--- src/core/cms_defs.svh ---
`ifndef CMS_DEFS_SVH
`define CMS_DEFS_SVH

// ----------------------------------------------------------------
// widths and output levels
// ----------------------------------------------------------------
`define CMS_MV_W          11
`define CMS_MV_FULL       11'h3E8
`define CMS_MV_OFF        11'h000
`define CMS_SAFE_DISABLED 11'h000
`define CMS_BAND_ONOFF    16'h0000
`define CMS_LBD_OFF       8'h00

// ----------------------------------------------------------------
// i/o channel function codes
// ----------------------------------------------------------------
`define CMS_IO_FUNC_OFF   3'h0
`define CMS_IO_FUNC_LBD   3'h3

// ----------------------------------------------------------------
// timing
// ----------------------------------------------------------------
`define CMS_MINUTE_S      60
`define CMS_CLK_HZ        25000000
`define CMS_MINUTE_CYCLES (`CMS_MINUTE_S * `CMS_CLK_HZ)

// ----------------------------------------------------------------
// control arithmetic
// ----------------------------------------------------------------
`define CMS_LBD_DELTA     16'h000A
`define CMS_INTEG_SHIFT   8
`define CMS_PID_SCALE     48'sh0000000003E8

// ----------------------------------------------------------------
// reset values of the configuration
// ----------------------------------------------------------------
`define CMS_RST_SP        16'h0000
`define CMS_RST_BAND      16'h0000
`define CMS_RST_IRATE     16'h0000
`define CMS_RST_DTIME     16'h0000
`define CMS_RST_LBD       8'h00
`define CMS_RST_SAFE      11'h000
`define CMS_RST_RUN       1'h0

`endif

--- src/core/cms_pkg.sv ---
`include "cms_defs.svh"

package cms_pkg;

  // ----------------------------------------------------------------
  // types
  // ----------------------------------------------------------------
  typedef enum logic [0:0] {cms_mode_auto, cms_mode_manual} cms_mode_e;

  typedef enum logic [2:0] {
    cms_stopped,
    cms_pid,
    cms_onoff,
    cms_manual,
    cms_safe
  } cms_state_e;

  typedef logic [2:0]           cms_iofunc_t;
  typedef logic [`CMS_MV_W-1:0] cms_mv_t;

  typedef struct packed {
    logic signed [15:0] setpoint;
    logic [15:0]        proportional_band;
    logic [15:0]        integral_rate;
    logic [15:0]        derivative_time;
    logic [7:0]         lbd_minutes;
    cms_mv_t            sensor_fail_output_value;
    cms_mode_e          mode;
    logic               run;
  } cms_cfg_s;

  localparam cms_cfg_s cms_cfg_reset = '{
    setpoint:                 `CMS_RST_SP,
    proportional_band:        `CMS_RST_BAND,
    integral_rate:            `CMS_RST_IRATE,
    derivative_time:          `CMS_RST_DTIME,
    lbd_minutes:              `CMS_RST_LBD,
    sensor_fail_output_value: `CMS_RST_SAFE,
    mode:                     cms_mode_auto,
    run:                      `CMS_RST_RUN
  };

endpackage

--- src/core/cms_pid.sv ---
`include "cms_defs.svh"

module cms_pid (
  // clock and reset
  input  logic               clk,
  input  logic               reset_n,
  // control
  input  logic               step,
  input  logic               track,
  input  cms_pkg::cms_mv_t   track_value,
  // operands
  input  logic signed [15:0] setpoint,
  input  logic signed [15:0] pv,
  input  logic [15:0]        proportional_band,
  input  logic [15:0]        integral_rate,
  input  logic [15:0]        derivative_time,
  // result
  output cms_pkg::cms_mv_t   mv
);
  import cms_pkg::*;

  logic signed [47:0] integ;
  logic signed [15:0] pv_prev;
  logic signed [47:0] err;
  logic signed [47:0] p_term;
  logic signed [47:0] d_term;
  logic signed [47:0] next_integ;
  logic signed [47:0] sum;
  logic signed [47:0] full;

  // ----------------------------------------------------------------
  // deviation, rate and accumulated terms
  // ----------------------------------------------------------------
  always_comb begin
    full       = 48'($signed({1'b0, `CMS_MV_FULL}));
    err        = 48'(setpoint) - 48'(pv);
    if (proportional_band == `CMS_BAND_ONOFF) begin
      p_term = '0;
    end else begin
      p_term = (err * `CMS_PID_SCALE) / 48'($signed({1'b0, proportional_band}));
    end
    d_term     = (48'(pv_prev) - 48'(pv)) * 48'($signed({1'b0, derivative_time}));
    next_integ = integ + ((err * 48'($signed({1'b0, integral_rate}))) >>> `CMS_INTEG_SHIFT);
    if (next_integ > full) begin
      next_integ = full;
    end else if (next_integ < 48'sh0) begin
      next_integ = 48'sh0;
    end
    sum        = p_term + next_integ + d_term;
  end

  // ----------------------------------------------------------------
  // integrator and output, preloaded while tracking
  // ----------------------------------------------------------------
  always_ff @(posedge clk or negedge reset_n) begin
    if (!reset_n) begin
      integ   <= 48'sh0;
      pv_prev <= 16'sh0000;
      mv      <= `CMS_MV_OFF;
    end else if (track) begin
      integ   <= 48'($signed({1'b0, track_value}));
      pv_prev <= pv;
      mv      <= track_value;
    end else if (step) begin
      integ   <= next_integ;
      pv_prev <= pv;
      if (sum > full) begin
        mv <= `CMS_MV_FULL;
      end else if (sum < 48'sh0) begin
        mv <= `CMS_MV_OFF;
      end else begin
        mv <= sum[`CMS_MV_W-1:0];
      end
    end
  end

endmodule

--- src/core/cms_lbd.sv ---
`include "cms_defs.svh"

module cms_lbd #(
  parameter int unsigned MINUTE_CYCLES = `CMS_MINUTE_CYCLES,
  parameter logic [15:0] LBD_DELTA     = `CMS_LBD_DELTA
) (
  // clock and reset
  input  logic               clk,
  input  logic               reset_n,
  // control
  input  logic               enable,
  input  logic               restart,
  input  logic [7:0]         minutes,
  // process
  input  logic signed [15:0] pv,
  input  logic               pv_valid,
  // status
  output logic               loop_break
);
  import cms_pkg::*;

  logic [30:0]        cyc_count;
  logic [7:0]         min_count;
  logic signed [15:0] pv_ref;
  logic signed [16:0] diff;
  logic [16:0]        mag;
  logic               response;
  logic               tick;
  logic               timeout;

  always_comb begin
    diff     = 17'(pv) - 17'(pv_ref);
    mag      = diff[16] ? 17'(-diff) : diff;
    response = pv_valid && (mag >= 17'({1'b0, LBD_DELTA}));
    tick     = (cyc_count == 31'(MINUTE_CYCLES - 1));
    timeout  = enable && tick && ((min_count + 8'h01) >= minutes);
  end

  // ----------------------------------------------------------------
  // minute timer, restarted by a response or by re-enable
  // ----------------------------------------------------------------
  always_ff @(posedge clk or negedge reset_n) begin
    if (!reset_n) begin
      cyc_count <= 31'h0;
      min_count <= 8'h00;
      pv_ref    <= 16'sh0000;
    end else if (restart || response || !enable) begin
      cyc_count <= 31'h0; // see RULE13
      min_count <= 8'h00;
      pv_ref    <= pv;
    end else if (tick) begin
      cyc_count <= 31'h0;
      if (!loop_break) begin
        min_count <= min_count + 8'h01;
      end
    end else begin
      cyc_count <= cyc_count + 31'h1;
    end
  end

  // ----------------------------------------------------------------
  // loop-break flag, timeout wins over a response
  // ----------------------------------------------------------------
  always_ff @(posedge clk or negedge reset_n) begin
    if (!reset_n) begin
      loop_break <= 1'b0;
    end else if (!enable) begin
      loop_break <= 1'b0; // see RULE7
    end else if (timeout) begin
      loop_break <= 1'b1; // see RULE5
    end else if (restart || response) begin
      loop_break <= 1'b0;
    end
  end

  a_lbd_timeout: assert property (@(posedge clk) disable iff (!reset_n)
    $rose(loop_break) |-> $past(enable && tick && (min_count + 8'h01 >= minutes))) // see RULE5
    else $error("loop break raised without a full interval");

  a_lbd_restart: assert property (@(posedge clk) disable iff (!reset_n)
    (restart && enable) |=> (min_count == 8'h00 && cyc_count == 31'h0)) // see RULE13
    else $error("interval timer not restarted");

endmodule

--- src/core/cms_supervisor.sv ---
`include "cms_defs.svh"

// Notes on behaviour
// RULE1 - automatic mode computes output power from setpoint and control terms
// RULE2 - manual mode applies operator power level; mode field selects auto or manual
// RULE3 - zero proportional band gives on/off action at zero or full power
// RULE4 - nonzero band gives PID action from deviation, rate and accumulated error
// RULE5 - loop break flagged when process value does not respond within set minutes
// RULE6 - channels assigned the loop-break function are active during loop break
// RULE7 - zero loop-break interval disables detection and its outputs
// RULE8 - broken sensor forces output to the configured safe value
// RULE9 - safe value zero disables substitution; output simply switched off
// RULE10 - host reads and writes settings over a serial Modbus link; no link here, settings are only loaded in parallel from cfg_in on cfg_load
// RULE11 - auto/manual switching is bumpless; output continues from present value
// RULE12 - run setting off keeps control outputs and alarms disabled
// RULE13 - loop-break timer restarts on process response and on control re-enable
module cms_supervisor #(
  parameter int          N_IO          = 3,
  parameter int unsigned MINUTE_CYCLES = `CMS_MINUTE_CYCLES,
  parameter logic [15:0] LBD_DELTA     = `CMS_LBD_DELTA
) (
  // clock and reset
  input  logic                                clk,
  input  logic                                reset_n,
  // configuration
  input  cms_pkg::cms_cfg_s                   cfg_in,
  input  logic                                cfg_load,
  input  cms_pkg::cms_iofunc_t [N_IO-1:0]     io_func,
  input  cms_pkg::cms_mv_t                    manual_mv,
  input  logic                                manual_load,
  // process input
  input  logic signed [15:0]                  pv,
  input  logic                                pv_valid,
  input  logic                                sensor_fail,
  // outputs
  output cms_pkg::cms_mv_t                    mv_out,
  output logic                                output_on,
  output logic                                manual_active,
  output logic                                run_active,
  output logic                                loop_break_display,
  output logic [N_IO-1:0]                     io_out
);
  import cms_pkg::*;

  cms_cfg_s   cfg;
  cms_state_e state;
  cms_state_e next_state;
  cms_mv_t    man_mv;
  cms_mv_t    onoff_mv;
  cms_mv_t    pid_mv;
  cms_mv_t    safe_mv;
  cms_mv_t    next_mv;
  logic       lbd_flag;
  logic       lbd_enable;
  logic       lbd_restart;
  logic       lbd_active;

  // ----------------------------------------------------------------
  // configuration held from the host side
  // ----------------------------------------------------------------
  always_ff @(posedge clk or negedge reset_n) begin
    if (!reset_n) begin
      cfg <= cms_cfg_reset;
    end else if (cfg_load) begin
      cfg <= cfg_in; // see RULE10
    end
  end

  // ----------------------------------------------------------------
  // mode selection
  // ----------------------------------------------------------------
  always_comb begin
    if (!cfg.run) begin
      next_state = cms_stopped; // see RULE12
    end else if (sensor_fail) begin
      next_state = cms_safe; // see RULE8
    end else if (cfg.mode == cms_mode_manual) begin
      next_state = cms_manual; // see RULE2
    end else if (cfg.proportional_band == `CMS_BAND_ONOFF) begin
      next_state = cms_onoff; // see RULE3
    end else begin
      next_state = cms_pid; // see RULE4
    end
  end

  always_ff @(posedge clk or negedge reset_n) begin
    if (!reset_n) begin
      state <= cms_stopped;
    end else begin
      state <= next_state;
    end
  end

  // ----------------------------------------------------------------
  // manual level, preloaded on entry
  // ----------------------------------------------------------------
  always_ff @(posedge clk or negedge reset_n) begin
    if (!reset_n) begin
      man_mv <= `CMS_MV_OFF;
    end else if (state != cms_manual && next_state == cms_manual) begin
      man_mv <= mv_out; // see RULE11
    end else if (manual_load) begin
      man_mv <= (manual_mv > `CMS_MV_FULL) ? `CMS_MV_FULL : manual_mv; // see RULE2
    end
  end

  // ----------------------------------------------------------------
  // on/off action
  // ----------------------------------------------------------------
  always_ff @(posedge clk or negedge reset_n) begin
    if (!reset_n) begin
      onoff_mv <= `CMS_MV_OFF;
    end else if (pv_valid) begin
      onoff_mv <= (pv < cfg.setpoint) ? `CMS_MV_FULL : `CMS_MV_OFF; // see RULE3
    end
  end

  // ----------------------------------------------------------------
  // pid action, tracking the output when not in charge
  // ----------------------------------------------------------------
  cms_pid u_pid (
    .clk               (clk),
    .reset_n           (reset_n),
    .step              (pv_valid && state == cms_pid), // see RULE4
    .track             (state != cms_pid), // see RULE11
    .track_value       (mv_out),
    .setpoint          (cfg.setpoint),
    .pv                (pv),
    .proportional_band (cfg.proportional_band),
    .integral_rate     (cfg.integral_rate),
    .derivative_time   (cfg.derivative_time),
    .mv                (pid_mv)
  );

  // ----------------------------------------------------------------
  // output selection
  // ----------------------------------------------------------------
  always_comb begin
    if (cfg.sensor_fail_output_value == `CMS_SAFE_DISABLED) begin
      safe_mv = `CMS_MV_OFF; // see RULE9
    end else if (cfg.sensor_fail_output_value > `CMS_MV_FULL) begin
      safe_mv = `CMS_MV_FULL;
    end else begin
      safe_mv = cfg.sensor_fail_output_value; // see RULE8
    end
    unique case (state)
      cms_stopped: next_mv = `CMS_MV_OFF; // see RULE12
      cms_safe:    next_mv = safe_mv;
      cms_manual:  next_mv = man_mv;
      cms_onoff:   next_mv = onoff_mv;
      cms_pid:     next_mv = pid_mv; // see RULE1
      default:     next_mv = `CMS_MV_OFF;
    endcase
  end

  always_ff @(posedge clk or negedge reset_n) begin
    if (!reset_n) begin
      mv_out    <= `CMS_MV_OFF;
      output_on <= 1'b0;
    end else begin
      mv_out    <= next_mv;
      output_on <= (next_mv != `CMS_MV_OFF);
    end
  end

  always_ff @(posedge clk or negedge reset_n) begin
    if (!reset_n) begin
      manual_active <= 1'b0;
      run_active    <= 1'b0;
    end else begin
      manual_active <= (cfg.mode == cms_mode_manual);
      run_active    <= cfg.run;
    end
  end

  // ----------------------------------------------------------------
  // loop-break watchdog
  // ----------------------------------------------------------------
  assign lbd_enable  = cfg.run && !sensor_fail && (cfg.lbd_minutes != `CMS_LBD_OFF);
  assign lbd_restart = cfg.run && !run_active;
  assign lbd_active  = lbd_flag && lbd_enable;

  cms_lbd #(
    .MINUTE_CYCLES (MINUTE_CYCLES),
    .LBD_DELTA     (LBD_DELTA)
  ) u_lbd (
    .clk        (clk),
    .reset_n    (reset_n),
    .enable     (lbd_enable), // see RULE7
    .restart    (lbd_restart), // see RULE13
    .minutes    (cfg.lbd_minutes),
    .pv         (pv),
    .pv_valid   (pv_valid),
    .loop_break (lbd_flag)
  );

  always_ff @(posedge clk or negedge reset_n) begin
    if (!reset_n) begin
      loop_break_display <= 1'b0;
    end else begin
      loop_break_display <= lbd_active; // see RULE5
    end
  end

  // ----------------------------------------------------------------
  // i/o channels
  // ----------------------------------------------------------------
  genvar gi;
  generate
    for (gi = 0; gi < N_IO; gi++) begin : g_io
      always_ff @(posedge clk or negedge reset_n) begin
        if (!reset_n) begin
          io_out[gi] <= 1'b0;
        end else begin
          io_out[gi] <= lbd_active && (io_func[gi] == `CMS_IO_FUNC_LBD); // see RULE6
        end
      end
    end
  endgenerate

  // ----------------------------------------------------------------
  // assertions
  // ----------------------------------------------------------------
  a_stop_outputs_off: assert property (@(posedge clk) disable iff (!reset_n) // see RULE12
    (!cfg.run)[*2] |=> (mv_out == `CMS_MV_OFF && !output_on && io_out == '0))
    else $error("outputs active while stopped");

  a_safe_value: assert property (@(posedge clk) disable iff (!reset_n) // see RULE8
    (cfg.run && sensor_fail && !cfg_load
     && cfg.sensor_fail_output_value != `CMS_SAFE_DISABLED
     && cfg.sensor_fail_output_value <= `CMS_MV_FULL)[*2]
    |=> (mv_out == cfg.sensor_fail_output_value && output_on))
    else $error("safe value not applied on sensor failure");

  a_safe_switch_off: assert property (@(posedge clk) disable iff (!reset_n) // see RULE9
    (cfg.run && sensor_fail && !cfg_load
     && cfg.sensor_fail_output_value == `CMS_SAFE_DISABLED)[*2]
    |=> (mv_out == `CMS_MV_OFF && !output_on))
    else $error("output not switched off on sensor failure");

  a_onoff_level: assert property (@(posedge clk) disable iff (!reset_n) // see RULE3
    pv_valid |=> (onoff_mv == ($past(pv < cfg.setpoint) ? `CMS_MV_FULL : `CMS_MV_OFF)))
    else $error("on/off level wrong for deviation");

  a_onoff_drive: assert property (@(posedge clk) disable iff (!reset_n) // see RULE3
    (state == cms_onoff) |=> (mv_out == $past(onoff_mv)
                             && (mv_out == `CMS_MV_FULL || mv_out == `CMS_MV_OFF)))
    else $error("on/off mode drove an intermediate level");

  a_pid_drive: assert property (@(posedge clk) disable iff (!reset_n) // see RULE4
    (state == cms_pid) |=> (mv_out == $past(pid_mv)))
    else $error("pid mode output not taken from pid");

  a_mode_select: assert property (@(posedge clk) disable iff (!reset_n) // see RULE1
    (cfg.run && !sensor_fail && cfg.mode == cms_mode_auto && !cfg_load)
    |=> (state == cms_pid || state == cms_onoff))
    else $error("automatic mode not selected");

  a_manual_apply: assert property (@(posedge clk) disable iff (!reset_n) // see RULE2
    (state == cms_manual && manual_load && manual_mv <= `CMS_MV_FULL)
    |=> (man_mv == $past(manual_mv)) ##1 (state != cms_manual || mv_out == $past(man_mv)))
    else $error("operator level not applied in manual");

  a_bumpless_entry: assert property (@(posedge clk) disable iff (!reset_n) // see RULE11
    (state != cms_manual && next_state == cms_manual) |=> (man_mv == $past(mv_out)))
    else $error("manual entry not bumpless");

  a_lbd_disabled: assert property (@(posedge clk) disable iff (!reset_n) // see RULE7
    (cfg.lbd_minutes == `CMS_LBD_OFF) |=> (!loop_break_display && io_out == '0))
    else $error("loop break active while disabled");

  a_lbd_channel: assert property (@(posedge clk) disable iff (!reset_n) // see RULE6
    (lbd_active && io_func[0] == `CMS_IO_FUNC_LBD) |=> (io_out[0] && loop_break_display))
    else $error("loop-break channel not driven");

  a_safe_priority: assert property (@(posedge clk) disable iff (!reset_n) // see RULE8
    (cfg.run && sensor_fail) |=> (state == cms_safe))
    else $error("sensor failure did not select the safe output");

  a_manual_select: assert property (@(posedge clk) disable iff (!reset_n) // see RULE2
    (cfg.run && !sensor_fail && cfg.mode == cms_mode_manual) |=> (state == cms_manual))
    else $error("manual mode not selected");

  a_run_gate_alarm: assert property (@(posedge clk) disable iff (!reset_n) // see RULE12
    (!cfg.run) |=> (state == cms_stopped && !loop_break_display))
    else $error("alarm or control active while stopped");

  a_pid_tracking: assert property (@(posedge clk) disable iff (!reset_n) // see RULE11
    (state != cms_pid) |=> (pid_mv == $past(mv_out)))
    else $error("pid output not tracking while idle");

  c_onoff_run:    cover property (@(posedge clk) disable iff (!reset_n)
    state == cms_onoff ##1 mv_out == `CMS_MV_FULL);
  c_manual_entry: cover property (@(posedge clk) disable iff (!reset_n)
    state == cms_pid ##1 state == cms_manual);
  c_safe_state:   cover property (@(posedge clk) disable iff (!reset_n)
    state == cms_safe && mv_out != `CMS_MV_OFF);
  c_loop_break:   cover property (@(posedge clk) disable iff (!reset_n)
    $rose(loop_break_display));
  c_pid_run:      cover property (@(posedge clk) disable iff (!reset_n)
    state == cms_pid ##1 mv_out != `CMS_MV_OFF);

endmodule

--- config.mk ---
export PLATFORM = sky130hd
export DESIGN_NAME = cms_supervisor
export DESIGN_NICKNAME = d
export VERILOG_FILES = /design/src/core/cms_pkg.sv /design/src/core/cms_pid.sv /design/src/core/cms_lbd.sv /design/src/core/cms_supervisor.sv
export VERILOG_INCLUDE_DIRS = /design/src /design/src/core
export SDC_FILE = /design/constraint.sdc
export NUM_CORES = 2
export LEC_CHECK = 0
export BUFFER_PORTS_ARGS = -buffer_cell sky130_fd_sc_hd__buf_2
export CAP_MARGIN = 0
export CORE_UTILIZATION = 30
export CTS_CLUSTER_SIZE = 28
export DETAILED_ROUTE_END_ITERATION = 7
export GPL_ROUTABILITY_DRIVEN = 0
export GPL_TIMING_DRIVEN = 0
export MAX_ROUTING_LAYER = met4
export PLACE_DENSITY = 0.48
export SYNTH_ARGS = -nofsm -noshare
export SYNTH_HDL_FRONTEND = slang
export SYNTH_SLANG_ARGS = --single-unit
--- constraint.sdc ---
create_clock -name clk -period 169.6 [get_ports clk]
set_input_delay 8.48 -clock clk [delete_from_list [all_inputs] [get_ports clk]]
set_output_delay 8.48 -clock clk [all_outputs]
set_load 0.02 [all_outputs]
==> impl_results.md <==
* Worst R2R End: u_pid.mv[5]
* Fmax at roughly 0.0058 GHz
* Reg2Reg Launch Point: cfg[68]
* Die Footprint at about 0.3 mm2
* Fillers at 31,968
* Total track usage at 21.4%
* Initial DRC count at 6,020
* Clock-pin slew on the worst setup and hold paths at 0.06 ns
* Synth Warn # at 0
* Post-synth top area cell: fa_1
* Hold path endpoint: run_active
* Htree depth at 1
* Die width at 555 um
* Fin. max-slew vios at 1
* Endpoints failing hold at 0
* Synthesis-stage register bit count at approximately 250
* Ys async rst share at 100%
* FP Rows at 202
* R2R setup slack at -3.33 ns
* Maxcap violations at 1
* Ratio of final minimum period to clock period at 102%
* Failing checks: capacitance limit, slew limit, setup timing
* Post-Syn Area at 0.0916 mm2
* Slowest-stage cell, CP: or4_4
* Hpwl dp at 265 mm
* CTS tree: built
* IO Port Bufs at 142
* Mean Syn Cell Area at 7.81 um2
* Number of global-route vias before repair at 86,325
* Share of layout cells above drive strength 1 at 18.8%
* CP max stage delay at 0.61 ns
* FF-to-FF path depth at 985
* Status: finished with violations
* Clk buf depth at 3
* Final ANT Viol Nets at 0
* RSZ-0062 raised after global routing: yes
* EDFF count, synth at 0
* Cell mode on critical path: o21a_1
* CP required at around 170 ns
* Dominant cells by area after synthesis: fa_1, ha_1, dfrtp_1, inv_1, nand2_1
* Startpoint types: flop
* Post-route minimum period at 172.93 ns
* Post-synth top area share at 17.1%
* Final setup violation count at 10
* Starting Density at 30.2%
* CTS Buf Count at 31
* PnR worst setup slack at -3.33 ns
* GRT overflow at 0
* WP data arrival at 173.42 ns
* WL/cell at 19.7 um
* Commonest cells after routing, fill and taps aside: inv_1, nand2_1, ha_1
* Setup CP Type: flop to flop
* CTS Sinks at 248
* Sequential area share after synthesis at 6.78%
* WL final at 333 mm
* Unique masters post-synth at 168
* Layout area overhead at 21.0%
* Worst hold start: cfg[0]
* Drt drc at 0
* Hold depth at 0
* First-pass GRT wire length at roughly 500 mm
* Worst Tran Pin Value at 1.49 ns
* Slew headroom at -0.179%
* # nets final at 14,760
* Syn Inst Count at 11,731
* Final Util at 36.5%
* Vias per cell at 5.32
* Initial antenna violation count at 6
* Worst Hold Class: flop to flop
* # IOs at 145
* Most common cell after layout, fill and taps aside: inv_1
* Max Fanout on Critical Path at 10
* Core ar. at 0.303 mm2
* Main synth FF type: dfrtp_1
* Largest net degree at the start of global routing at 109
* Die H at 555 um
* Drt first pass iters at 7
* CP endpoint kind: flop
* Layout Skew at 0.0538 ns
* CTS root buf: clkbuf_16
* Via Count at about 90,000
* Clk_lat worst skew at approximately 0.66 ns
[layout make-up]
class,instances,area (um2),share of cell area (%)
Multi-Input combinational cell,9941,83200,75.1
Timing Repair Buffer,1027,7820,7.05
Sequential cell,248,6220,5.61
Tap cell,3978,4980,4.49
Inverter,1228,4660,4.21
Buffer,360,2900,2.62
Clock buffer,36,835,0.753
Clock inverter,20,214,0.193
Antenna cell,5,12.5,0.0113
Timing Repair inverter,2,10.0,0.00903
[per-layer routing]
metal,track usage [%],up-vias,part of all wire (%)
li1,-,43797,-
met1,29.6,43712,48
met2,34.1,1867,46
met3,1.85,252,4.5
met4,4.08,0,2.1
met5,-,-,0
[synthesized netlist by cell type, types with 33 or more instances]
cell / instances
or2_2: 104
o22ai_1: 33
a21oi_1: 722
buf_6: 34
nand3_1: 228
mux2_2: 170
and3_1: 139
fa_1: 783
o21ai_0: 437
mux2i_1: 70
a31oi_1: 123
inv_1: 1225
clkbuf_1: 207
nor2b_1: 141
nor3_1: 551
nor2_1: 933
nand2_1: 1040
o21ai_1: 50
buf_4: 67
o31ai_1: 223
xnor2_1: 392
ha_1: 1011
and2_1: 283
o21a_1: 437
a211oi_1: 69
nand4_1: 128
xor2_1: 288
or3_1: 111
and4_1: 45
dfrtp_1: 248
nor4_1: 97
nand2b_1: 113
a21o_1: 188
o211ai_1: 79
o21bai_1: 54
[worst max-delay path by stage]
| stage | endpoint | depth (start not counted) | slack, ns | start |
|---|---|---|---|---|
| floorplan | u_pid.mv[5] | 1178 | 0.0004 | cfg[53] |
| global placement | u_pid.mv[7] | 1176 | -34.84 | cfg[57] |
| detailed placement | u_pid.mv[5] | 891 | -33.40 | cfg[68] |
| CTS | u_pid.mv[3] | 857 | -7.11 | cfg[64] |
| global route | u_pid.mv[4] | 859 | -11.78 | cfg[68] |
| finish | u_pid.mv[5] | 856 | -3.33 | cfg[68] |
[state kept, by name (all words and copies together) (netlist names)]
signal / cells
cfg: 85
u_pid.integ: 47
u_lbd.cyc_count: 31
u_lbd.pv_ref: 16
u_pid.pv_prev: 16
man_mv: 11
mv_out: 11
u_pid.mv: 11
u_lbd.min_count: 8
io_out: 3
state: 3
loop_break_display: 1
manual_active: 1
onoff_mv: 1
output_on: 1
run_active: 1
u_lbd.loop_break: 1
[per-stage QoR]
| step | area [um2] | setup WS [ns] | hold WS, ns | TNS (ns) | std cells |
|---|---|---|---|---|---|
| 3_5_place_dp | 98800 | -33.40 | 0.424 | -333.81 | 15927 |
| 4_1_cts | 105000 | -7.11 | 0.443 | -70.37 | 16359 |
| 5_1_grt | 111000 | -11.78 | 0.463 | -117.65 | 16840 |
| 3_3_place_gp | 98300 | -34.84 | 0.429 | -348.16 | 15906 |
| 2_1_floorplan | 92600 | 0.000384 | 0.376 | 0 | 11786 |
| 6_report | 111000 | -3.33 | 0.453 | -33.11 | 16845 |
[cells by family after synthesis]
| group | synth area share [%] |
|---|---|
| AOI/OAI and AO/OA | 22.1 |
| other | 0.00820 |
| and+or+nand+nor | 23.3 |
| xor gates and xnor gates | 6.57 |
| muxes | 2.94 |
| buffers and inverters | 7.22 |
| adders and majority gates | 31.0 |
| DFF | 6.78 |
[timing repair]
item                                    in CTS  in global routing
setup buffers                              378                477
pin swaps                                  189                553
endpoints found under the setup margin      10                 10
resized for setup                          502                524
gates cloned                                 3                  7
hold buffers                                 0                  0
[worst max-delay path, delay by kind of cell (launching register included)]
family | cells | cell delay (ns)
adder cells (fa/ha/maj) | 46 | 13.25
XOR/XNOR | 2 | 0.65
multiplexers | 5 | 1.43
AO/OA/AOI/OAI | 449 | 86.75
buffers and inverters | 151 | 18.96
flip-flops | 1 | 0.50
AND/OR/NAND/NOR | 203 | 34.18
Power is not shown: default switching activity piles up to over one toggle a cycle in this logic, so the estimate is an artifact.
